<file path="src/dfm_pkg.sv">
package dfm_pkg;
  localparam int unsigned CLK_HZ          = 50_000_000;
  localparam int unsigned VX_HOLD_MS      = 300;
  localparam int unsigned STILL_ON_MS     = 5000;
  localparam int unsigned REGEN_START_MS  = 1000;
  localparam int unsigned VX_HOLD_CYC     = (CLK_HZ / 1000) * VX_HOLD_MS;
  localparam int unsigned STILL_ON_CYC    = (CLK_HZ / 1000) * STILL_ON_MS;
  localparam int unsigned REGEN_START_CYC = (CLK_HZ / 1000) * REGEN_START_MS;

  // Word byte addresses of the register map.
  localparam logic [7:0] ADDR_CTRL      = 8'h00;
  localparam logic [7:0] ADDR_CDLY      = 8'h04;
  localparam logic [7:0] ADDR_IMAX      = 8'h08;
  localparam logic [7:0] ADDR_TMAX      = 8'h0C;
  localparam logic [7:0] ADDR_VZ        = 8'h10;
  localparam logic [7:0] ADDR_ERR       = 8'h14;
  localparam logic [7:0] ADDR_ACK       = 8'h18;
  localparam logic [7:0] ADDR_IRQ_STAT  = 8'h1C;
  localparam logic [7:0] ADDR_IRQ_EN    = 8'h20;
  localparam logic [7:0] ADDR_IRQ_CLR   = 8'h24;
  localparam logic [7:0] ADDR_STATUS    = 8'h28;

  // Control register fields.
  localparam int unsigned CTRL_LOCK_BIT    = 0;
  localparam int unsigned CTRL_MASK560_BIT = 1;
  localparam int unsigned CTRL_OPEN_M_BIT  = 2;
  localparam int unsigned CTRL_CFG_LSB     = 8;
  localparam int unsigned CTRL_CFG_W       = 8;
  localparam logic [7:0] CFG_TERMINAL_IO   = 8'h1F;

  // Error numbers; all but 570 are reported in the error register.
  localparam logic [9:0] ERR_CO_ON         = 10'd540;
  localparam logic [9:0] ERR_VX_ACTIVE     = 10'd544;
  localparam logic [9:0] ERR_OPEN_EARLY    = 10'd545;
  localparam logic [9:0] ERR_OPEN_EARLY_M  = 10'd546;
  localparam logic [9:0] ERR_CO1_STILL     = 10'd548;
  localparam logic [9:0] ERR_CO12_STILL    = 10'd549;
  localparam logic [9:0] ERR_OVERLOAD      = 10'd550;
  localparam logic [9:0] ERR_READJ_SPEED   = 10'd560;
  localparam logic [9:0] ERR_REGEN_FAULT   = 10'd570;
  localparam logic [9:0] ERR_REGEN_STDBY   = 10'd571;

  // Interrupt status bit positions.
  localparam int unsigned IRQ_ERR_BIT   = 0;
  localparam int unsigned IRQ_REGEN_BIT = 1;
  localparam int unsigned IRQ_LOCK_BIT  = 2;
  localparam int unsigned IRQ_W         = 3;

  localparam logic [15:0] CDLY_RESET = 16'h00_C8;
  localparam logic [15:0] TMAX_RESET = 16'h03_E8;
endpackage

</file>
<file path="src/dfm_tick_if.sv">
`timescale 1ns/1ps
interface dfm_tick_if;
  logic ms_tick;
  modport src (output ms_tick);
  modport dst (input  ms_tick);
endinterface

</file>
<file path="src/dfm_ms_timer.sv">
`timescale 1ns/1ps
module dfm_ms_timer #(
  parameter int unsigned CYC_PER_MS = dfm_pkg::CLK_HZ / 1000
) (
  input  wire logic clk_i,
  input  wire logic rst_i,
  dfm_tick_if.src   tick
);
  initial begin
    if (CYC_PER_MS < 1) $error("CYC_PER_MS must be at least one");
  end

  logic [31:0] cnt_reg;

  always_ff @(posedge clk_i) begin
    if (rst_i || cnt_reg == 32'(CYC_PER_MS - 1)) begin
      cnt_reg <= 32'h0000_0000;
    end else begin
      cnt_reg <= cnt_reg + 32'h0000_0001;
    end
  end

  always_ff @(posedge clk_i) begin
    if (rst_i) begin
      tick.ms_tick <= 1'b0;
    end else begin
      tick.ms_tick <= (cnt_reg == 32'(CYC_PER_MS - 1));
    end
  end
endmodule

</file>
<file path="src/dfm_monitor.sv">
// Our own choices: the Wishbone interface to the registers and the register offsets.
`timescale 1ns/1ps
// Contract
// - Contactor check delay expires without any feedback: error 540.
// - Contactor errors carry info code 1, 2 or 3 for failing inputs.
// - Travel commands active 300 ms after status outputs drop: error 544.
// - Only one contactor open during travel: error 545, or 546 in the other variant.
// - 5 s after check delay, only first still on: 548; second or both still on: 549.
// - Current above maximum for the overload time limit: error 550.
// - Speed above readjust limit while readjusting: error 560.
// - With lock-on-error set, error 560 locks the drive.
// - Error 560 reported only if masked in; terminal config 31 enables it.
// - Feedback unit monitor contact opens while operating: error 570.
// - Error 570 clears itself when the monitor contact closes again.
// - Feedback unit not active 1 s after travel start: error 571.
module dfm_monitor #(
  parameter int unsigned CYC_PER_MS = dfm_pkg::CLK_HZ / 1000,
  parameter int unsigned VX_MS      = dfm_pkg::VX_HOLD_MS,
  parameter int unsigned STILL_MS   = dfm_pkg::STILL_ON_MS,
  parameter int unsigned REGEN_MS   = dfm_pkg::REGEN_START_MS
) (
  input  wire logic        clk_i,
  input  wire logic        rst_i,
  input  wire logic [7:0]  wb_adr_i,
  input  wire logic [31:0] wb_dat_i,
  input  wire logic [3:0]  wb_sel_i,
  input  wire logic        wb_we_i,
  input  wire logic        wb_cyc_i,
  input  wire logic        wb_stb_i,
  output logic      [31:0] wb_dat_o,
  output logic             wb_ack_o,
  input  wire logic        contactor_feedback_first_i,
  input  wire logic        contactor_feedback_second_i,
  input  wire logic        contactors_commanded_i,
  input  wire logic        travel_active_i,
  input  wire logic        travel_cmd_i,
  input  wire logic        drive_release_signal_i,
  input  wire logic        readjust_i,
  input  wire logic [15:0] motor_current_i,
  input  wire logic [15:0] actual_speed_i,
  input  wire logic        drive_operating_i,
  input  wire logic        regen_monitor_closed_i,
  input  wire logic        regen_active_i,
  output logic             drive_status_output_one_o,
  output logic             drive_status_output_two_o,
  output logic             locked_o,
  output logic             irq_o
);
  // The ms counters are 16 bits wide, the drop-out count 17; a longer time would wrap and never expire.
  initial begin
    if (CYC_PER_MS < 1) $error("CYC_PER_MS must be at least one");
    if (VX_MS < 1 || VX_MS > 65535) $error("VX_MS out of range");
    if (STILL_MS < 1 || STILL_MS > 65535) $error("STILL_MS out of range");
    if (REGEN_MS < 1 || REGEN_MS > 65535) $error("REGEN_MS out of range");
  end

  dfm_tick_if tick_bus ();

  dfm_ms_timer #(
    .CYC_PER_MS (CYC_PER_MS)
  ) u_timer (
    .clk_i (clk_i),
    .rst_i (rst_i),
    .tick  (tick_bus)
  );

  // One-cycle pulse every millisecond; every supervision time counts these pulses.
  wire logic ms = tick_bus.ms_tick;

  logic [31:0] ctrl_reg;
  logic [15:0] contactor_check_delay_reg;
  logic [15:0] imax_reg;
  logic [15:0] tmax_reg;
  logic [15:0] readjust_speed_limit_reg;
  logic [9:0]  err_num_reg;
  logic [1:0]  err_info_reg;
  logic        err_valid_reg;
  logic        regen_fault_reg;
  logic [dfm_pkg::IRQ_W-1:0] irq_stat_reg;
  logic [dfm_pkg::IRQ_W-1:0] irq_en_reg;

  logic [15:0] cdly_cnt_reg;
  logic        cdly_done_reg;
  logic [16:0] still_cnt_reg;
  logic        still_done_reg;
  logic [15:0] vx_cnt_reg;
  logic        vx_run_reg;
  logic [15:0] ovl_cnt_reg;
  logic [15:0] regen_cnt_reg;
  logic        travel_q_reg;
  logic        status_q_reg;

  wire logic bus_req = wb_cyc_i && wb_stb_i && !wb_ack_o;
  wire logic bus_wr  = bus_req && wb_we_i && wb_sel_i[0];
  // Second over first, so the packed value doubles as the info code weights.
  wire logic [1:0] co_bits = {contactor_feedback_second_i, contactor_feedback_first_i};
  wire logic [7:0] terminal_io_config = ctrl_reg[dfm_pkg::CTRL_CFG_LSB +: dfm_pkg::CTRL_CFG_W];
  // The terminal configuration forces the mask on without touching the stored bit.
  wire logic mask560 = ctrl_reg[dfm_pkg::CTRL_MASK560_BIT]
                     || terminal_io_config == dfm_pkg::CFG_TERMINAL_IO;
  wire logic ack_wr = bus_wr && wb_adr_i == dfm_pkg::ADDR_ACK;

  // Error events, highest priority first in the chain below.
  wire logic ev540 = contactors_commanded_i && cdly_done_reg && co_bits == 2'b00;
  wire logic ev54x = travel_active_i && contactors_commanded_i && cdly_done_reg
                   && co_bits != 2'b11;
  wire logic ev549 = !contactors_commanded_i && still_done_reg && co_bits != 2'b00;
  wire logic ev544 = vx_run_reg && ms && vx_cnt_reg == 16'(VX_MS - 1) && travel_cmd_i;
  wire logic ev550 = ms && ovl_cnt_reg == tmax_reg && motor_current_i > imax_reg;
  wire logic ev560 = readjust_i && actual_speed_i > readjust_speed_limit_reg && mask560;
  wire logic ev571 = travel_active_i && !regen_active_i && ms
                   && regen_cnt_reg == 16'(REGEN_MS - 1);
  wire logic any_ev = ev540 | ev54x | ev549 | ev544 | ev550 | ev560 | ev571;

  // Status outputs drop on release loss or when the contactors fall away in travel.
  wire logic status_on = drive_release_signal_i && !(travel_active_i && ev54x);

  // Both outputs follow one condition; a lock holds them off until reset.
  always_ff @(posedge clk_i) begin
    if (rst_i) begin
      drive_status_output_one_o <= 1'b0;
      drive_status_output_two_o <= 1'b0;
      status_q_reg              <= 1'b0;
      travel_q_reg              <= 1'b0;
    end else begin
      drive_status_output_one_o <= status_on && !locked_o;
      drive_status_output_two_o <= status_on && !locked_o;
      status_q_reg              <= status_on;
      travel_q_reg              <= travel_active_i;
    end
  end

  // Contactor check delay runs while contactors are commanded, in ms.
  // A rewrite of the delay register takes effect on a count that is already running.
  always_ff @(posedge clk_i) begin
    if (rst_i || !contactors_commanded_i) begin
      cdly_cnt_reg  <= 16'h0000;
      cdly_done_reg <= 1'b0;
    end else if (ms && !cdly_done_reg) begin
      if (cdly_cnt_reg >= contactor_check_delay_reg) begin
        cdly_done_reg <= 1'b1;
      end else begin
        cdly_cnt_reg <= cdly_cnt_reg + 16'h0001;
      end
    end
  end

  // Drop-out check: the delay is counted again after command removal, then 5 s.
  // The sum needs 17 bits: a long check delay plus 5 s would wrap a 16-bit count.
  always_ff @(posedge clk_i) begin
    if (rst_i || contactors_commanded_i) begin
      still_cnt_reg  <= 17'h0_0000;
      still_done_reg <= 1'b0;
    end else if (ms && !still_done_reg) begin
      if (still_cnt_reg >= 17'(STILL_MS) + {1'b0, contactor_check_delay_reg}) begin
        still_done_reg <= 1'b1;
      end else begin
        still_cnt_reg <= still_cnt_reg + 17'h0_0001;
      end
    end
  end

  // Falling status outputs open the window; a command still on at its end is an error.
  always_ff @(posedge clk_i) begin
    if (rst_i) begin
      vx_run_reg <= 1'b0;
      vx_cnt_reg <= 16'h0000;
    end else if (status_q_reg && !status_on) begin
      vx_run_reg <= 1'b1;
      vx_cnt_reg <= 16'h0000;
    end else if (vx_run_reg && ms) begin
      if (vx_cnt_reg == 16'(VX_MS - 1)) begin
        vx_run_reg <= 1'b0;
      end
      vx_cnt_reg <= vx_cnt_reg + 16'h0001;
    end
  end

  // Overload time restarts whenever the current falls back to the limit or below.
  always_ff @(posedge clk_i) begin
    if (rst_i || motor_current_i <= imax_reg) begin
      ovl_cnt_reg <= 16'h0000;
    end else if (ms && ovl_cnt_reg != tmax_reg) begin
      ovl_cnt_reg <= ovl_cnt_reg + 16'h0001;
    end
  end

  // The standby window restarts on every new travel, so no time carries over.
  always_ff @(posedge clk_i) begin
    if (rst_i || !travel_active_i || (travel_active_i && !travel_q_reg)) begin
      regen_cnt_reg <= 16'h0000;
    end else if (ms && regen_cnt_reg != 16'(REGEN_MS - 1)) begin
      regen_cnt_reg <= regen_cnt_reg + 16'h0001;
    end
  end

  // First error is kept; acknowledge frees the slot, a same-cycle event wins.
  // A condition that persists is raised again right after the acknowledge.
  always_ff @(posedge clk_i) begin
    if (rst_i) begin
      err_valid_reg <= 1'b0;
      err_num_reg   <= 10'd0;
      err_info_reg  <= 2'd0;
    end else if (any_ev && (!err_valid_reg || ack_wr)) begin
      err_valid_reg <= 1'b1;
      err_info_reg  <= 2'd0;
      if (ev540) begin
        err_num_reg  <= dfm_pkg::ERR_CO_ON;
        err_info_reg <= 2'b11;
      end else if (ev54x) begin
        err_num_reg  <= ctrl_reg[dfm_pkg::CTRL_OPEN_M_BIT] ? dfm_pkg::ERR_OPEN_EARLY_M
                                                          : dfm_pkg::ERR_OPEN_EARLY;
        err_info_reg <= ~co_bits;
      end else if (ev549) begin
        err_num_reg  <= (co_bits == 2'b01) ? dfm_pkg::ERR_CO1_STILL
                                           : dfm_pkg::ERR_CO12_STILL;
        err_info_reg <= co_bits;
      end else if (ev544) begin
        err_num_reg <= dfm_pkg::ERR_VX_ACTIVE;
      end else if (ev550) begin
        err_num_reg <= dfm_pkg::ERR_OVERLOAD;
      end else if (ev560) begin
        err_num_reg <= dfm_pkg::ERR_READJ_SPEED;
      end else begin
        err_num_reg <= dfm_pkg::ERR_REGEN_STDBY;
      end
    end else if (ack_wr) begin
      err_valid_reg <= 1'b0;
    end
  end

  // This fault has no slot and needs no acknowledge; it follows the contact.
  always_ff @(posedge clk_i) begin
    if (rst_i) begin
      regen_fault_reg <= 1'b0;
    end else if (drive_operating_i && !regen_monitor_closed_i) begin
      regen_fault_reg <= 1'b1;
    end else if (regen_monitor_closed_i) begin
      regen_fault_reg <= 1'b0;
    end
  end

  // Lock is left only by reset; it gates the status outputs.
  // Only the readjust overspeed locks; other errors except 545/546, and 540 in travel, leave the outputs to the release.
  always_ff @(posedge clk_i) begin
    if (rst_i) begin
      locked_o <= 1'b0;
    end else if (ev560 && ctrl_reg[dfm_pkg::CTRL_LOCK_BIT]) begin
      locked_o <= 1'b1;
    end
  end

  wire logic [dfm_pkg::IRQ_W-1:0] irq_ev = {ev560 && ctrl_reg[dfm_pkg::CTRL_LOCK_BIT],
                                            drive_operating_i && !regen_monitor_closed_i,
                                            any_ev};
  wire logic irq_clr_wr = bus_wr && wb_adr_i == dfm_pkg::ADDR_IRQ_CLR;

  // An event in the same cycle as a clear keeps its bit set, so no event is lost.
  genvar gi;
  generate
    for (gi = 0; gi < dfm_pkg::IRQ_W; gi++) begin : g_irq
      always_ff @(posedge clk_i) begin
        if (rst_i) begin
          irq_stat_reg[gi] <= 1'b0;
        end else if (irq_ev[gi]) begin
          irq_stat_reg[gi] <= 1'b1;
        end else if (irq_clr_wr && wb_dat_i[gi]) begin
          irq_stat_reg[gi] <= 1'b0;
        end
      end
    end
  endgenerate

  // Registered so the pin cannot glitch while status and enable change together.
  always_ff @(posedge clk_i) begin
    if (rst_i) begin
      irq_o <= 1'b0;
    end else begin
      irq_o <= |(irq_stat_reg & irq_en_reg);
    end
  end

  // Writes to configuration registers; full word, only lane 0 qualifies.
  always_ff @(posedge clk_i) begin
    if (rst_i) begin
      ctrl_reg                  <= 32'h0000_0000;
      contactor_check_delay_reg <= dfm_pkg::CDLY_RESET;
      imax_reg                  <= 16'hFFFF;
      tmax_reg                  <= dfm_pkg::TMAX_RESET;
      readjust_speed_limit_reg  <= 16'hFFFF;
      irq_en_reg                <= '0;
    end else if (bus_wr) begin
      if (wb_adr_i == dfm_pkg::ADDR_CTRL) begin
        ctrl_reg <= wb_dat_i;
      end else if (wb_adr_i == dfm_pkg::ADDR_CDLY) begin
        contactor_check_delay_reg <= wb_dat_i[15:0];
      end else if (wb_adr_i == dfm_pkg::ADDR_IMAX) begin
        imax_reg <= wb_dat_i[15:0];
      end else if (wb_adr_i == dfm_pkg::ADDR_TMAX) begin
        tmax_reg <= wb_dat_i[15:0];
      end else if (wb_adr_i == dfm_pkg::ADDR_VZ) begin
        readjust_speed_limit_reg <= wb_dat_i[15:0];
      end else if (wb_adr_i == dfm_pkg::ADDR_IRQ_EN) begin
        irq_en_reg <= wb_dat_i[dfm_pkg::IRQ_W-1:0];
      end
    end
  end

  // Reads have no side effects, so the mux may follow the address before a request.
  logic [31:0] rd_data;
  always_comb begin
    rd_data = 32'h0000_0000;
    if (wb_adr_i == dfm_pkg::ADDR_CTRL) begin
      rd_data = {ctrl_reg[31:2], mask560, ctrl_reg[0]};
    end else if (wb_adr_i == dfm_pkg::ADDR_CDLY) begin
      rd_data = {16'h0000, contactor_check_delay_reg};
    end else if (wb_adr_i == dfm_pkg::ADDR_IMAX) begin
      rd_data = {16'h0000, imax_reg};
    end else if (wb_adr_i == dfm_pkg::ADDR_TMAX) begin
      rd_data = {16'h0000, tmax_reg};
    end else if (wb_adr_i == dfm_pkg::ADDR_VZ) begin
      rd_data = {16'h0000, readjust_speed_limit_reg};
    end else if (wb_adr_i == dfm_pkg::ADDR_ERR) begin
      rd_data = {err_valid_reg, 17'h0_0000, err_info_reg, 2'b00, err_num_reg};
    end else if (wb_adr_i == dfm_pkg::ADDR_IRQ_STAT) begin
      rd_data = {29'h0000_0000, irq_stat_reg};
    end else if (wb_adr_i == dfm_pkg::ADDR_IRQ_EN) begin
      rd_data = {29'h0000_0000, irq_en_reg};
    end else if (wb_adr_i == dfm_pkg::ADDR_STATUS) begin
      rd_data = {28'h000_0000, locked_o, regen_fault_reg, co_bits};
    end
  end

  // Ack is suppressed while high, so each request is answered exactly once.
  always_ff @(posedge clk_i) begin
    if (rst_i) begin
      wb_ack_o <= 1'b0;
      wb_dat_o <= 32'h0000_0000;
    end else begin
      wb_ack_o <= bus_req;
      wb_dat_o <= bus_req ? rd_data : 32'h0000_0000;
    end
  end
endmodule

</file>
<file path="config.mk">
export PLATFORM = sky130hd
export DESIGN_NAME = dfm_monitor
export DESIGN_NICKNAME = d
export VERILOG_FILES = /design/src/dfm_pkg.sv /design/src/dfm_tick_if.sv /design/src/dfm_ms_timer.sv /design/src/dfm_monitor.sv
export SDC_FILE = /design/constraint.sdc
export NUM_CORES = 1
export LEC_CHECK = 0
export BUFFER_PORTS_ARGS = -buffer_cell sky130_fd_sc_hd__buf_2
export CAP_MARGIN = 20
export CORE_MARGIN = 8
export CORE_UTILIZATION = 55
export CTS_BUF_LIST = sky130_fd_sc_hd__clkbuf_8
export DETAILED_ROUTE_END_ITERATION = 10
export PLACE_DENSITY_LB_ADDON = 0.15
export SETUP_SLACK_MARGIN = 0.5
export SLEW_MARGIN = 20
export SYNTH_ARGS = -nofsm -noshare
export SYNTH_HDL_FRONTEND = slang
export SYNTH_HIERARCHICAL = 1
export SYNTH_SLANG_ARGS = --single-unit
</file>
<file path="constraint.sdc">
create_clock -name clk_i -period 4.18 [get_ports clk_i]
set_input_delay 0.209 -clock clk_i [delete_from_list [all_inputs] [get_ports clk_i]]
set_output_delay 0.209 -clock clk_i [all_outputs]
set_load 0.1 [all_outputs]
</file>
* Word level (Yosys, flattened, before mapping)
Cells that the tools add are included.
** Word-level totals
- Register bits after elaboration :: 271
- Bits of input ports :: 91
- Output and inout bits :: 37
- Logic and storage cells :: 192
** Operators by class
- $add $sub $neg :: 7
- Order comparisons :: 5
- Equal/unequal tests :: 19
- Multiplexer cells :: 33
- Bitwise gates (word level) :: 16
- Reduce and logical (&&, ||, !) cells :: 82
** Operators by type and width (number)
- two-way mux 32 bit :: 6
- adder 16 x 1 -> 16 bit, second input constant :: 4
- == test 8 x 5 -> 1 bit, second input constant :: 5
- logical AND 1 bit :: 38
- adder 32 x 1 -> 32 bit, second input constant :: 1
- == test 32 x 16 -> 1 bit, second input constant :: 1
- greater-than comparator 16 bit :: 2
- == test 8 x 6 -> 1 bit, second input constant :: 3
- two-way mux 5 bit :: 4
- adder 13 x 16 -> 17 bit, first input constant :: 1
- adder 17 x 1 -> 17 bit, second input constant :: 1
- greater-or-equal comparator 17 bit :: 1
- == test 16 x 10 -> 1 bit, second input constant :: 1
- == test 16 bit :: 1
- == test 16 x 9 -> 1 bit, second input constant :: 1
- == test 8 x 4 -> 1 bit, second input constant :: 2
- greater-or-equal comparator 16 bit :: 1
- <= comparator 16 bit :: 1
- two-way mux 4 bit :: 4
- inequality test 16 x 10 -> 1 bit, second input constant :: 1
- inequality test 16 bit :: 1
- nonzero test 2 bit :: 8
- two-way mux 1 bit :: 14
- zero test 1 bit :: 12
- 20 further kinds :: 48

* Logic depth before layout (Yosys ltp)
- Word-level depth :: 11
- Depth in mapped cells :: 17
- Mapped depth without buffers :: 14

* Modules after synthesis
The synthesis kept the hierarchy.
** Modules (own cells, without submodules)
- dfm_monitor :: instances 1, cells an instance 1367, area an instance 11330.9 um^2, seq. area each 4704.5 um^2
- dfm_ms_timer :: instances 1, cells an instance 192, area an instance 1605.3 um^2, seq. area each 660.6 um^2

* Worst setup path before layout
Ideal clock, no wire load.
- Path type :: reg2reg
- Start point :: reg contactor_check_delay_reg[5]
- End point :: reg still_cnt_reg[1]
- Setup time :: 0.126 ns
- Data arrival time :: 3.065 ns
- Data required time :: 4.054 ns
- Path slack :: 0.989 ns
- Cell stages (with the launch flop) :: 16
- Buffers on the path :: 2
- Period minus slack after synthesis :: 3.191 ns
- Cell sequence :: dfxtp_1 -> clkbuf_1 -> a41oi_1 -> nand2_1 -> and3_1 -> xnor2_1 -> ha_1 -> a21oi_1 -> o21ai_0 -> a2111oi_2 -> a21oi_1 -> o31a_1 -> buf_6 -> nor3_1 -> mux2i_1 -> nor2_1
** On the way
- Cells in the longest elaborated chain, start to end :: 4
** Ends and longest elaborated chain
- start, declared :: line dfm_monitor.sv:71 : logic [15:0] contactor_check_delay_reg;
- start signal, assigned :: line dfm_monitor.sv:287 : contactor_check_delay_reg <= dfm_pkg::CDLY_RESET;
- start signal, assigned :: line dfm_monitor.sv:296 : contactor_check_delay_reg <= wb_dat_i[15:0];
- adder 13 x 16 -> 17 bit :: line dfm_monitor.sv:155 : if (still_cnt_reg >= 17'(STILL_MS) + {1'b0, contactor_check_delay_reg}) begin
- greater-or-equal comparator 17 bit :: line dfm_monitor.sv:155
- inverter 1 bit (no line)
- AND reduction 2 bit (no line)
- end signal, assigned :: line dfm_monitor.sv:158 : still_cnt_reg <= still_cnt_reg + 17'h0_0001;
- end, declared :: line dfm_monitor.sv:84 : logic [16:0] still_cnt_reg;
Every way passes these cells.
A chain may end at the register's enable or synchronous reset.

* Worst setup path in the final report
- Start point :: reg contactor_check_delay_reg[3]
- End point :: reg still_cnt_reg[4]
The elaborated chain is that of the path after synthesis.

==> impl_metrics.tcl <==
set metrics [dict create \
    p_leak_nw 6.04 \
    grt_antenna_before_repair 0 \
    routed_wl_um 35900 \
    yosys.cell_count.top_type "dfxtp_1" \
    clk-insertion-delay-late_ns 0.56 \
    syn_to_final_growth_pct 18.0 \
    peakVddDrop_mv 0.284 \
    relSlewSlack_pct 37.0 \
    clk_pin_slew_worst_paths_ns 0.06 \
    required_ns 4.61 \
    worstMarginPinSlew_ns 0.942 \
    rsz0062_at_grt "no" \
    ys_top_cells_by_area "dfxtp_1, ha_1, nand2_1, nor2_1, a21oi_1" \
    skew_ns 0.0216 \
    post_cts_buffers 0 \
    worst_ep_arrival_time_ns 3.75 \
    yosys.area_share.simple_pct 24.8 \
    drc_errors 0 \
    yosys.area.top_type_share_pct 41.5 \
    synth-seq-area-share_pct 41.5 \
    power_density_nw_per_um2 358 \
    regToRegStartpoint "contactor_check_delay_reg[3]$_SDFFE_PP1P_" \
    hp-class "input pin to flip-flop" \
    ctsHtreeMaxLevel 2 \
    grt_max_degree 77 \
    viasPerCell 5.74 \
    avgSynthCellArea_um2 8.30 \
    yosysWarnings 6 \
    cp_num_buf_inv 0 \
    cts_buffers 46 \
    vias 11800 \
    yosys-top-cells-count "dfxtp_1, nand2_1, nor2_1, a21oi_1, ha_1" \
    yosys.area_share.adder_pct 6.96 \
    io_pins 128 \
    crit_type "flip-flop to flip-flop" \
    synth-compound-area-share_pct 14.9 \
    grt_usage_pct 24.7 \
    timing.fmax_mhz 301 \
    crit_fanout 18 \
    met1_usage_pct 32.5 \
    crit_path_end_kind "flip-flop" \
    crit_end "still_cnt_reg[4]$_SDFFE_PP0P_" \
    final_cells 2064 \
    r2r_setup_slack_ns 0.85 \
    ant_nets 0 \
    ys_ff_latch 268 \
    crit_start "contactor_check_delay_reg[3]$_SDFFE_PP1P_" \
    multi_input_area_um2 7090 \
    yosys-mux-area-fraction_pct 0.464 \
    dp_cells 1943 \
    synthXorXnorAreaFrac_pct 7.11 \
    clock_sinks 268 \
    regToRegEndpoint "still_cnt_reg[4]$_SDFFE_PP0P_" \
    worst-r2r-cell-count 14 \
    drt_iter0_markers 938 \
    report.final.hold_viol_count 0 \
    cp_common_cell "nand2_1" \
    yosys_most_used_dff "dfxtp_1" \
    period_share_pct 79.6 \
    synth_nets 1722 \
    cp.depth 14 \
    n_antenna_cell 0 \
    grt_overflow 0 \
    rows 56 \
    setup_viol 0 \
    fin_nets 1872 \
    met2_usage_pct 41.5 \
    dp_hpwl_um 25900 \
    critPathLaunchType "flip-flop" \
    die_w_um 169 \
    grt_pass1_wl_um 58600 \
    cp_top_family "compound AO/OA/AOI/OAI gates" \
    use_met3_pct 4.07 \
    seqCellArea_um2 5370 \
    syn_area_um2 12900 \
    grt_pass1_vias 11400 \
    status "completed" \
    core_um2 23300 \
    yosysTopAreaCell "dfxtp_1" \
    drv_cap 0 \
    gr-max-usage-layer "met2" \
    fillers 2016 \
    fin_crit_ns 3.33 \
    io_buffers 124 \
    wl_per_cell_um 17.4 \
    synth_cells 1559 \
    setup-tns-final_ns 0 \
    cts_root_buf "clkbuf_8" \
    ys_types 69 \
    maxSlewViolCount 0 \
    drive_gt1_share_pct 13.9 \
    gp_congestion 0.851 \
    cp_slowest_stage_delay_ns 0.45 \
    drt_first_pass_iters 6 \
    synth-edff-count 0 \
    synth_top_family_by_area "simple AND/OR/NAND/NOR gates" \
    dieArea_um2 28700 \
    die_y_um 169 \
    cts_tree "done" \
    critical_path.cell_chain "ha_1, a31oi_1, nand2_1, nand2_1, xnor2_1, ha_1, nand2_1, o21ai_0, a2111oi_2, a21oi_1, o31a_4, nor4b_2, xnor2_1, nor2_1" \
    cts_buffer_depth 3 \
    worstHoldStart "drive_operating_i" \
    crit_slowest_cell "o31a_4" \
    ys_async_sr_fraction_pct 0 \
    initial_core_util_pct 55.6 \
]
[cell usage in the layout (no fill, tap or decap), types with 5 or more instances in the layout]
cell,n
nand4_1,36
or3_1,13
a222oi_1,12
inv_1,73
o211ai_1,22
nor2b_1,9
and3_1,39
dfxtp_1,268
mux2i_1,6
nor2_1,165
nand3_1,62
or4_1,18
buf_2,124
a21oi_1,123
and2_1,5
bufinv_16,6
nand2b_1,7
nor4_1,12
a31oi_1,15
o31ai_1,14
o21ai_0,39
xnor2_1,60
nor3_1,25
a22oi_1,28
nand2_1,235
a221oi_1,5
dlygate4sd3_1,37
clkinv_2,13
a211oi_1,6
clkbuf_8,56
buf_4,12
nor4_2,6
and4_1,12
xor2_1,45
ha_1,72
a21o_1,7
[final cells by class]
class,instances,share of cell area [%]
Clock buffer,56,5.05
Clock inverter,28,1.94
Sequential cell,268,35.2
Multi-Input combinational cell,1151,46.5
Timing Repair Buffer,173,7.08
Inverter,69,1.70
Tap cell,319,2.62
[repair_timing]
action,CTS,global route
resized for setup,0,9
setup endpoints to repair,0,17
endpoints found under the hold margin,88,0
hold buffers,37,0
[cell families after synthesis]
logic type	count (synthesis)
muxes	6
buffers and inverters	140
AOI/OAI and AO/OA	300
and+or+nand+nor	668
adders and majority gates	72
xor gates and xnor gates	105
DFF	268
[layer usage]
metal / vias to the layer above / wire (um)
li1: 5806 / -
met4: 0 / 655
met3: 51 / 2300
met1: 5597 / 16100
met2: 389 / 16900
met5: - / 0
[tightest hold or removal path, delay by kind of cell]
kind / cells / cell delay, ns
AOI/OAI and AO/OA: 1 / 0.05
buffers and inverters: 1 / 0.09
and+or+nand+nor: 2 / 0.21
[power breakdown]
part           internal (mW)  total, mW  leakage [nW]  switching [mW]
combinational         0.0747      0.194          3.31           0.119
clock                   1.60       2.70         0.570            1.10
sequential              2.56       2.57          2.16         0.00516
[per-stage QoR]
step / power, mW / cell area (um2) / utilization [%] / worst slack [ns] / hold slack [ns]
6_report: 5.46 / 15300 / 65.6 / 0.853 / 0.0336
5_1_grt: 5.64 / 15300 / 65.6 / 0.540 / 0.0278
4_1_cts: 5.51 / 15200 / 65.4 / 0.613 / 0.00677
3_5_place_dp: 2.79 / 13800 / 59.2 / 0.662 / 0.393
3_3_place_gp: 2.78 / 13800 / 59.2 / 0.703 / 0.389
2_1_floorplan: 2.70 / 12900 / - / 0.989 / 0.286
[worst min path at each step]
stage,to,depth (start not counted)
6_report,irq_stat_reg[1]$_SDFFE_PP0P_,4
3_3_place_gp,regen_fault_reg$_SDFFE_PP0P_,2
3_5_place_dp,regen_fault_reg$_SDFFE_PP0P_,2
5_1_grt,irq_stat_reg[1]$_SDFFE_PP0P_,4
4_1_cts,irq_stat_reg[1]$_SDFFE_PP0P_,4
2_1_floorplan,regen_fault_reg$_SDFFE_PP0P_,1
No activity file was read; power rests on OpenSTA's default activity.
